==> src/vsr_pkg.sv <==
// Purpose: Shared constants for the video sync restart and reprogramming block.
// Assumes: Twelve-bit timing registers on a six-bit address port.
// Notes:   Defaults give a 911-clock line and a 526-line frame.
package vsr_pkg;

  // Widths
  localparam int unsigned VSR_CW = 12;  // Register and counter width
  localparam int unsigned VSR_AW = 6;   // Address width
  localparam int unsigned VSR_NREG = 19; // Status plus eighteen data registers

  // Address map
  localparam logic [5:0] VSR_A_STATUS    = 6'h00;
  localparam logic [5:0] VSR_A_LAST_DATA = 6'h12;
  localparam logic [5:0] VSR_A_RESTART_A = 6'h16;
  localparam logic [5:0] VSR_A_RESTART_B = 6'h36;
  localparam logic [5:0] VSR_A_ZERO_A    = 6'h17;
  localparam logic [5:0] VSR_A_ZERO_B    = 6'h37;
  localparam logic [5:0] VSR_A_HCOUNT    = 6'h33;
  localparam logic [5:0] VSR_A_VCOUNT    = 6'h35;

  // Register indices used by the timing logic
  localparam int unsigned VSR_R_HFP_END    = 1;
  localparam int unsigned VSR_R_HSYNC_END  = 2;
  localparam int unsigned VSR_R_HBLANK_END = 3;
  localparam int unsigned VSR_R_HTOTAL     = 4;
  localparam int unsigned VSR_R_VFP_END    = 5;
  localparam int unsigned VSR_R_VSYNC_END  = 6;
  localparam int unsigned VSR_R_VBLANK_END = 7;
  localparam int unsigned VSR_R_VTOTAL     = 8;
  localparam int unsigned VSR_R_HDRV_START = 15;
  localparam int unsigned VSR_R_HDRV_END   = 16;
  localparam int unsigned VSR_R_VDRV_START = 17;
  localparam int unsigned VSR_R_VDRV_END   = 18;

  // Status field positions
  localparam int unsigned VSR_ST_CLKEN_BIT = 10;

  // Counter load values on clear or restart, full-range limit and zero
  localparam logic [11:0] VSR_HCNT_START = 12'h000;
  localparam logic [11:0] VSR_VCNT_START = 12'h001;
  localparam logic [11:0] VSR_CNT_MAX    = 12'hfff;
  localparam logic [11:0] VSR_ZERO       = 12'h000;

  // Built-in defaults loaded by the clear
  localparam logic [11:0] VSR_DEFAULTS [0:18] = '{
    12'h000, 12'h017, 12'h05b, 12'h09d, 12'h38e, 12'h007, 12'h00d,
    12'h029, 12'h20d, 12'h038, 12'h19a, 12'h001, 12'h013, 12'h029,
    12'h20e, 12'h38f, 12'h05c, 12'h001, 12'h015};

endpackage

==> src/vsr_counter.sv <==
// Purpose: One twelve-bit timing counter with programmable total.
// Assumes: Step and restart come from logic on the same clock.
// Notes:   A counter that has passed its total runs on to the full range.
`timescale 1ns/1ps
`default_nettype none
module vsr_counter (
  input  wire logic        clock_in,   // Pixel clock
  input  wire logic        srst_in,    // Clear, active high
  input  wire logic        step_in,    // Advance by one
  input  wire logic        restart_in, // Reload start value
  input  wire logic [11:0] start_in,   // Value loaded on clear or restart
  input  wire logic [11:0] total_in,   // Programmed total count
  output logic      [11:0] count_out,  // Current count
  output logic             wrap_out    // Counter wraps on this step
);
  import vsr_pkg::*;

  logic [11:0] count_q;
  logic [11:0] count_d;

  // Wrap at the total, or at the full range once the total was overrun
  assign wrap_out = step_in && ((count_q == total_in) || (count_q == VSR_CNT_MAX));

  // Next count; twelve-bit arithmetic rolls over by itself
  always_comb begin
    count_d = count_q;
    if (step_in) begin
      count_d = (count_q == total_in) ? VSR_ZERO : count_q + 12'h001;
    end
  end

  // Restart overrides stepping so the count is always repositioned
  always_ff @(posedge clock_in) begin
    if (srst_in || restart_in) begin
      count_q <= start_in;
    end else begin
      count_q <= count_d;
    end
  end

  assign count_out = count_q;

endmodule
`default_nettype wire

==> src/vsr_top.sv <==
// Purpose: Sync, blank and drive generator core with restart and live reprogramming.
// Assumes: Register port and clock share one domain; the host honours its own duties.
// Notes:   Sync, blank and drive outputs are active low; all but the two composites, ANDs of registered bits, are registered.
//
// Added by the designer: the register addresses and the strobed register port.
`timescale 1ns/1ps
`default_nettype none
module vsr_top (
  input  wire logic        clock_in,     // Pixel clock, 40 MHz
  input  wire logic        srst_in,      // Clear, active high, synchronous
  input  wire logic [5:0]  addr_in,      // Register address
  input  wire logic [11:0] wdata_in,     // Write data
  input  wire logic        wr_in,        // Write strobe
  input  wire logic        rd_in,        // Read strobe
  output logic      [11:0] rdata_out,    // Read data, cycle after read strobe
  output logic             clk_en_out,   // Clock-enable status bit
  output logic             hsync_n_out,  // Horizontal sync
  output logic             vsync_n_out,  // Vertical sync
  output logic             csync_n_out,  // Composite sync
  output logic             hblank_n_out, // Horizontal blank
  output logic             vblank_n_out, // Vertical blank
  output logic             cblank_n_out, // Composite blank
  output logic             hdrive_n_out, // Horizontal drive
  output logic             vdrive_n_out  // Vertical drive
);
  import vsr_pkg::*;

  // Window test with wrap-around when start lies after end
  function automatic logic in_window(input logic [11:0] cnt, input logic [11:0] first,
                                     input logic [11:0] last);
    logic res;
    res = 1'b0;
    if (first <= last) begin
      res = (cnt >= first) && (cnt < last);
    end else begin
      res = (cnt >= first) || (cnt < last);
    end
    return res;
  endfunction

  // Register address classes
  function automatic logic is_restart(input logic [5:0] a);
    return (a == VSR_A_RESTART_A) || (a == VSR_A_RESTART_B);
  endfunction

  function automatic logic is_zero_all(input logic [5:0] a);
    return (a == VSR_A_ZERO_A) || (a == VSR_A_ZERO_B);
  endfunction

  function automatic logic is_data_reg(input logic [5:0] a);
    return a <= VSR_A_LAST_DATA;
  endfunction

  logic [11:0] regs_q [0:18];
  logic [11:0] rdata_q;
  logic        first_frame_q;
  logic        hsync_n_q;
  logic        vsync_n_q;
  logic        hblank_n_q;
  logic        vblank_n_q;
  logic        hdrive_n_q;
  logic        vdrive_n_q;
  logic        restart;
  logic        zero_all;
  logic        run;
  logic        h_wrap;
  logic        v_wrap;
  logic [11:0] hcnt;
  logic [11:0] vcnt;
  logic        hsync_d;
  logic        vsync_d;
  logic        hblank_d;
  logic        vblank_d;
  logic        hdrive_d;
  logic        vdrive_d;

  // Strobe decode; restart and zero addresses never store data
  assign restart  = wr_in && is_restart(addr_in);
  assign zero_all = wr_in && is_zero_all(addr_in);
  assign run      = regs_q[0][VSR_ST_CLKEN_BIT];
  assign clk_en_out = run;

  // Register file: clear loads defaults, restart leaves contents alone
  generate
    for (genvar i = 0; i < VSR_NREG; i++) begin : g_reg
      always_ff @(posedge clock_in) begin
        if (srst_in) begin
          regs_q[i] <= VSR_DEFAULTS[i];
        end else if (zero_all) begin
          regs_q[i] <= VSR_ZERO;
        end else if (wr_in && is_data_reg(addr_in) && (addr_in == 6'(i))) begin
          regs_q[i] <= wdata_in;
        end
      end
    end
  endgenerate

  // Horizontal counter steps only while the clock is enabled
  vsr_counter u_hcnt (
    .clock_in   (clock_in),
    .srst_in    (srst_in),
    .step_in    (run),
    .restart_in (restart),
    .start_in   (VSR_HCNT_START),
    .total_in   (regs_q[VSR_R_HTOTAL]),
    .count_out  (hcnt),
    .wrap_out   (h_wrap)
  );

  // Vertical counter steps once per line
  vsr_counter u_vcnt (
    .clock_in   (clock_in),
    .srst_in    (srst_in),
    .step_in    (h_wrap),
    .restart_in (restart),
    .start_in   (VSR_VCNT_START),
    .total_in   (regs_q[VSR_R_VTOTAL]),
    .count_out  (vcnt),
    .wrap_out   (v_wrap)
  );

  // First frame after restart; ends when the vertical counter wraps
  always_ff @(posedge clock_in) begin
    if (srst_in) begin
      first_frame_q <= 1'b0;
    end else if (restart) begin
      first_frame_q <= 1'b1;
    end else if (v_wrap) begin
      first_frame_q <= 1'b0;
    end
  end

  // Pulse decode from the live counts and the current register values
  always_comb begin
    hsync_d  = (hcnt > regs_q[VSR_R_HFP_END]) && (hcnt <= regs_q[VSR_R_HSYNC_END]);
    vsync_d  = (vcnt > regs_q[VSR_R_VFP_END]) && (vcnt <= regs_q[VSR_R_VSYNC_END]);
    hblank_d = hcnt <= regs_q[VSR_R_HBLANK_END];
    vblank_d = vcnt <= regs_q[VSR_R_VBLANK_END];
    if (first_frame_q) begin
      // Drives begin at clock one and end as programmed
      hdrive_d = hcnt < regs_q[VSR_R_HDRV_END];
      vdrive_d = vcnt < regs_q[VSR_R_VDRV_END];
    end else begin
      hdrive_d = in_window(hcnt, regs_q[VSR_R_HDRV_START], regs_q[VSR_R_HDRV_END]);
      vdrive_d = in_window(vcnt, regs_q[VSR_R_VDRV_START], regs_q[VSR_R_VDRV_END]);
    end
  end

  // Sync and blank outputs; held while the clock is disabled
  always_ff @(posedge clock_in) begin
    if (srst_in) begin
      hsync_n_q  <= 1'b1;
      vsync_n_q  <= 1'b1;
      hblank_n_q <= 1'b1;
      vblank_n_q <= 1'b1;
    end else if (run) begin
      hsync_n_q  <= ~hsync_d;
      vsync_n_q  <= ~vsync_d;
      hblank_n_q <= ~hblank_d;
      vblank_n_q <= ~vblank_d;
    end
  end

  // Drive outputs; kept separate because the first-frame decode after restart alters only these
  always_ff @(posedge clock_in) begin
    if (srst_in) begin
      hdrive_n_q <= 1'b1;
      vdrive_n_q <= 1'b1;
    end else if (run) begin
      hdrive_n_q <= ~hdrive_d;
      vdrive_n_q <= ~vdrive_d;
    end
  end

  // Read port: data stand for exactly one cycle, zero otherwise
  always_ff @(posedge clock_in) begin
    if (srst_in) begin
      rdata_q <= VSR_ZERO;
    end else if (rd_in) begin
      if (is_data_reg(addr_in)) begin
        rdata_q <= regs_q[addr_in[4:0]];
      end else if (addr_in == VSR_A_HCOUNT) begin
        rdata_q <= hcnt;
      end else if (addr_in == VSR_A_VCOUNT) begin
        rdata_q <= vcnt;
      end else begin
        rdata_q <= VSR_ZERO;
      end
    end else begin
      rdata_q <= VSR_ZERO;
    end
  end

  // Composite signals follow the registered components
  assign hsync_n_out  = hsync_n_q;
  assign vsync_n_out  = vsync_n_q;
  assign csync_n_out  = hsync_n_q & vsync_n_q;
  assign hblank_n_out = hblank_n_q;
  assign vblank_n_out = vblank_n_q;
  assign cblank_n_out = hblank_n_q & vblank_n_q;
  assign hdrive_n_out = hdrive_n_q;
  assign vdrive_n_out = vdrive_n_q;
  assign rdata_out    = rdata_q;

endmodule
`default_nettype wire

==> config.mk <==
export PLATFORM = sky130hd
export DESIGN_NAME = vsr_top
export DESIGN_NICKNAME = d
export VERILOG_FILES = /design/src/vsr_pkg.sv /design/src/vsr_counter.sv /design/src/vsr_top.sv
export SDC_FILE = /design/constraint.sdc
export NUM_CORES = 1
export LEC_CHECK = 0
export BUFFER_PORTS_ARGS = -buffer_cell sky130_fd_sc_hd__buf_2
export CAP_MARGIN = 20
export CORE_ASPECT_RATIO = 0.7
export CORE_MARGIN = 2
export CORE_UTILIZATION = 60
export DETAILED_ROUTE_END_ITERATION = 12
export HOLD_SLACK_MARGIN = 0.08
export PLACE_DENSITY = 0.77
export SYNTH_ARGS = -nofsm -noshare
export SYNTH_HDL_FRONTEND = slang
export SYNTH_SLANG_ARGS = --single-unit
==> constraint.sdc <==
create_clock -name clock_in -period 3.2 [get_ports clock_in]
set_input_delay 0.64 -clock clock_in [delete_from_list [all_inputs] [get_ports clock_in]]
set_output_delay 0.64 -clock clock_in [all_outputs]
set_load 0.03 [all_outputs]
Word level (Yosys, flattened, before mapping)
Memory sizes are Yosys's and may differ from the RTL's.
Index checks and enable logic that the tools add are counted.
{"block": "word_totals", "word_cells": 269, "in_bits": 22, "n_memories": 1, "out_inout_bits": 21, "ram_bits": 228, "reg_bits": 43}
{"block": "classes", "order_cmp": 13, "n_mux": 130, "n_addsub": 2, "n_reduce_logical": 38, "n_bitwise": 47, "eq_ne": 28}
{"memory": "regs_q", "depth": 19, "word_bits": 12, "read_ports": 14, "rd_clocked_by_memory_dff": 0, "write_ports": 19, "line_no": "vsr_top.sv:54", "text": "logic [11:0] regs_q [0:18];"}
{"op": "2-to-1 mux 12 bit", "count": 43}
{"op": "2-to-1 mux 1 bit", "count": 87}
{"op": "less-or-equal comparator 12 bit", "count": 6}
{"op": "equality test 6 x 4 -> 1 bit, second input constant", "count": 8}
{"op": "OR 1 bit", "count": 38}
{"op": "equality test 6 x 5 -> 1 bit, second input constant", "count": 5}
{"op": "logical AND 1 bit", "count": 28}
{"op": "adder 12 x 1 -> 12 bit, second input constant", "count": 2}
{"op": "equality test 12 bit", "count": 2}
{"op": "equality test 12 bit, second input constant", "count": 2}
{"op": "equality test 6 x 3 -> 1 bit, second input constant", "count": 4}
{"op": "equality test 6 bit, second input constant", "count": 4}
{"op": ">= comparator 12 bit", "count": 2}
{"op": "greater-than comparator 12 bit", "count": 2}
{"op": "< comparator 12 bit", "count": 2}
{"op": "equality test 6 x 2 -> 1 bit, second input constant", "count": 2}
{"op": "logical OR 1 bit", "count": 7}
{"op": "NOT 1 bit", "count": 7}
{"op": "equality test 6 x 1 -> 1 bit, second input constant", "count": 1}
{"op": "less-or-equal comparator 6 x 5 -> 1 bit, second input constant", "count": 1}
{"op": "zero test 6 bit", "count": 1}
{"op": "AND 1 bit", "count": 2}
{"op": "nonzero test 2 bit", "count": 1}
{"op": "OR reduction 2 bit", "count": 1}

Longest topological paths before layout
{"block": "logic_depth", "word_depth": 8, "depth_mapped": 9, "ltp_nobuf": 8}

Modules after synthesis
A second synthesis with hierarchy kept.
{"block": "unflattened", "cells_unflattened": 1422, "hier_area_um2": 16851.2}
{"module": "vsr_top", "instances": 1, "seq_area_each_um2": 7226.9, "cells_each": 1240, "area_each_um2": 15014.4}
{"module": "vsr_counter", "instances": 2, "seq_area_each_um2": 360.3, "cells_each": 91, "area_each_um2": 918.4}

Worst setup path after synthesis
No wires, ideal clock.
{"block": "synth_path", "kind": "input -> register", "start": "input port srst_in", "end": "memory regs_q[0][0] (enable)", "path_buffers": 1, "t_arrival_ns": 2.459, "required_ns": 2.800, "slack_ns": 0.340, "setup_ns": 0.400, "path_stages": 5, "path_cell_list": "nand2b_1 or3_1 clkbuf_1 nand2b_1 o31ai_1"}
{"element": "start: declaration", "line_no": "vsr_top.sv:10", "text": "input wire logic srst_in,"}
{"element": "end: declaration", "line_no": "vsr_top.sv:54"}

Final worst setup path
{"block": "layout_path", "start": "register u_vcnt.count_q[1] (netlist: u_vcnt.count_out[1])", "end": "register u_vcnt.count_q[5] (netlist: u_vcnt.count_out[5])"}
{"block": "layout_via", "elab_chain_len": 2, "word_cells_on_any_way": 3, "cone_classes": "add/sub (1); eq/ne (1); mux (1)"}
{"element": "start: declaration", "line_no": "vsr_counter.sv:18", "text": "logic [11:0] count_q;"}
{"element": "start signal: assignment", "line_no": "vsr_counter.sv:35", "text": "count_q <= start_in;"}
{"element": "start signal: assignment", "line_no": "vsr_counter.sv:37", "text": "count_q <= count_d;"}
{"element": "adder 12 x 1 -> 12 bit or equality test 12 bit (tied branches)", "line_no": "vsr_counter.sv:28", "text": "count_d = (count_q == total_in) ? VSR_ZERO : count_q + 12'h001;"}
{"element": "2-to-1 mux 12 bit *", "line_no": "vsr_counter.sv:28"}
Mark *: on every way between the ends. The rest lies on a longest branch, timed or not.
A chain may end at the register's enable or synchronous reset.

==> metrics <==
result of the run finished, final reports clean; portion of total power attributed to the clock network 39.9%; start of the worst register-to-register path u_vcnt.count_out[1]; Tcrit/Tclk final 81.1%; slew at the pin closest to its max-slew limit 0.789 ns; share of final-layout standard cells stronger than drive strength 1 16.5%; P_int 6330 uW; Floorplan Core Area 26600 um2; clock transition time at the flip-flop clock pins of the worst setup and hold paths 0.06 ns; mean number of vias per cell 6.77; final wirelength 53.2 mm; count of H-tree levels built during CTS 1; clock tree sinks 271; synthesized flop and latch total 271; post-layout min period 2.60 ns; post-CTS setup buffers 0; number of pins with negative max-slew slack in the final report 0; leakage power 0.00791 uW; clock root buffer sky130_fd_sc_hd__clkbuf_16; top cells by area in the synthesized netlist sky130_fd_sc_hd__edfxtp_1 42%, sky130_fd_sc_hd__ha_1 11%, sky130_fd_sc_hd__mux4_2 8.4%; die width 200 um; count of mapped cells out of synthesis 1392; max-cap viol count 0; register area share after synthesis 47.7%; highest ir drop seen on vdd 0.487 mV; Detail Route Antenna Nets 0; average footprint of a synthesized cell 11.6 um2; FFs w/ async S/R, synth 0%; GR Overflow Total 0; Met1 Routed Length 20.9 mm; endpoints failing hold 0; Worst slew margin 47.4%; cell type of the slowest stage on the worst timing path sky130_fd_sc_hd__dfxtp_1; vias after detailed routing 12500; total of buffers placed on input and output ports 42; Residual DRC 0; GRT Total Usage 37.9%; most instantiated flip-flop cell in the synthesis netlist sky130_fd_sc_hd__edfxtp_1; worst hold-check path type flop to flop; RR Endpoint u_vcnt.count_out[5]; netlist area before placement 16200 um2; worst hold endpoint vdrive_n_out; critical path type flop to flop; Net Count, Synth 1558; number of antenna violations at the first check in global routing 4; cell count of the worst reg-to-reg path 6; peak clock frequency supported by timing 385 MHz; Req. time, crit path 3.63 ns; kind of end point of the critical path flop; count of cell types in the netlist 64; via count of the first global-routing pass 11900; initial standard-cell utilization of the core 60.8%; startpoint class of the critical path flop; fraction of synthesized cell area taken by the top area cell type 42.3%; number of rows in the core area 50; Area Growth Syn to Fin 11.7%; overall power after layout 8500 uW; nets@finish 1622; Yosys top cell by area sky130_fd_sc_hd__edfxtp_1; maximum buffer depth of the clock tree 3; power per unit of standard cell area 470 nW/um2; arrival time of the worst setup path 3.02 ns; final RePlAce weighted congestion 1.02; series of cell instances along the critical path xnor2_1 > nand4_1 > nor3_1 > o21ai_0 > nand2_1 > nor2_1; reg-to-reg slack, setup 0.60 ns; number of failing setup endpoints in the final timing report 0; sequential share of power 49.4%; DR WL/cell 28.8 um; Critical Path Fanout Max 11; CTS buffer count 27; setup skew after layout 0.0179 ns; hpwl dp 38.9 mm; vertical die dimension 141 um; DR WL met3 8.65 mm; pin count of the biggest net entering global routing 68; switching component of the power 2160 uW; top sig layer met5; DR iter-0 viols 1822; Worst Hold Depth 2; peak per-stage delay on the critical path 0.76 ns; total of cells resized after clock tree synthesis 0; Comb power frac 10.7%; worst skew pair latency 0.56 ns; clock tree from TritonCTS yes; setup repair after global routing missed its margin false; accumulated negative setup slack 0 ns; floorplan die area 28300 um2; drt pass-1 iters 6; Post-synth EDFFs 228; number of hold buffers added after CTS 0; synth warn 0; global-route wire length before repair 78.0 mm; number of top-level pins 43; switching power share of the total 25.5%; met2 wire length 21.6 mm; Worst Min Path Start vdrive_n_out
-- routing by layer --
| metal | track usage, % | vias up |
|---|---|---|
| met5 | 0 | - |
| met4 | 13.4 | 2 |
| met3 | 13.7 | 151 |
| met2 | 53.0 | 923 |
| met1 | 54.6 | 6056 |
| li1 | - | 5347 |
-- placed cells by master, fill, tap and decap left out, drive strengths merged, types with 4 or more instances in the layout --
cell,n
a2111oi,4
nand4,33
nand3,16
o31ai,4
a31oi,5
a211oi,5
bufinv,5
buf,118
nor2,58
mux2i,13
a21o,27
o21ai,24
inv,122
and2,43
ha,144
or3,10
xor2,11
clkinv,9
o21a,69
mux4,60
clkbuf,33
o21bai,4
o211ai,13
dfxtp,43
o221ai,12
and4,7
a21boi,8
and3,123
nand2,64
nor3,20
a21oi,52
a22oi,12
nand2b,10
xnor2,30
nor2b,13
edfxtp,228
-- state kept, by name, indices dropped and copies added, names as in the netlist --
| signal | cells |
|---|---|
| u_vcnt.count_out | 12 |
| rdata_out | 12 |
| vblank_n_out | 1 |
| hsync_n_out | 1 |
| vdrive_n_out | 1 |
| hdrive_n_out | 1 |
| first_frame_q | 1 |
| vsync_n_out | 1 |
| hblank_n_out | 1 |
| regs_q | 228 |
| u_hcnt.count_out | 12 |
-- critical path, delay by kind of cell (launching register included) --
family / cells / cell delay, ns
flip-flops: 1 / 0.76
AND/OR/NAND/NOR: 4 / 1.21
XOR/XNOR: 1 / 0.19
AO/OA/AOI/OAI: 1 / 0.30
-- cells in the mapped netlist, types with 32 or more instances --
cell type,instances
sky130_fd_sc_hd__a21oi_1,52
sky130_fd_sc_hd__and2_1,43
sky130_fd_sc_hd__and3_1,122
sky130_fd_sc_hd__clkbuf_1,54
sky130_fd_sc_hd__dfxtp_1,43
sky130_fd_sc_hd__edfxtp_1,228
sky130_fd_sc_hd__ha_1,144
sky130_fd_sc_hd__inv_1,120
sky130_fd_sc_hd__mux4_2,60
sky130_fd_sc_hd__nand2_1,64
sky130_fd_sc_hd__nand4_1,32
sky130_fd_sc_hd__nor2_1,57
sky130_fd_sc_hd__o21a_1,69
-- through the flow --
stage               worst slack, ns  hold WS (ns)  cell area (um2)  utilization, %  cells
finish                        0.604         0.482            18100            67.9   1844
global route                  0.440         0.552            18100            67.9   1842
CTS                           0.685         0.487            18000            67.9   1840
detailed placement            0.241         0.472            17100            64.4   1790
global placement              0.308         0.458            17100            64.4   1790
floorplan                     0.340         0.509            16200               -   1392
-- worst max-delay path by stage --
stage / from / cells past startpoint / slack (ns) / end
after detailed placement: srst_in / 7 / 0.24 / regs_q[8][8]
after global routing: u_hcnt.count_out[4] / 6 / 0.44 / u_vcnt.count_out[9]
after floorplan: srst_in / 5 / 0.34 / regs_q[0][0]
final: u_vcnt.count_out[1] / 6 / 0.60 / u_vcnt.count_out[5]
after global placement: srst_in / 7 / 0.31 / regs_q[12][2]
after CTS: u_hcnt.count_out[4] / 6 / 0.68 / u_vcnt.count_out[5]
-- layout make-up --
cell class,instances,area [um2]
inverter,121,454
timing repair buffer,118,823
clock inverter,17,231
antenna,3,7.51
sequential,271,7710
fill,1986,8520
clock buffer,33,698
multi-input combinational,917,7690
tap,364,455
-- kinds of logic (layout without fill, tap and decap cells) --
| logic type | after synthesis | count (layout) | synth area share, % |
|---|---|---|---|
| other | 0 | 3 | 0 |
| multiplexers | 73 | 73 | 9.16 |
| AND/OR/NAND/NOR | 406 | 406 | 13.9 |
| XOR/XNOR | 41 | 41 | 2.38 |
| buffers and inverters | 204 | 289 | 4.93 |
| flip-flops | 271 | 271 | 47.7 |
| adder cells (fa/ha/maj) | 144 | 144 | 11.1 |
| AO/OA/AOI/OAI | 253 | 253 | 10.8 |
-- power by group through the flow --
stage	Combinational, uW	Sequential, uW	Clock [uW]
finish	911	4200	3390
detailed placement	882	4250	0
global placement	852	4250	0
floorplan	565	4160	0
CTS	886	4180	3380
global route	975	4200	3510
Power figures use the tool's default switching activity.
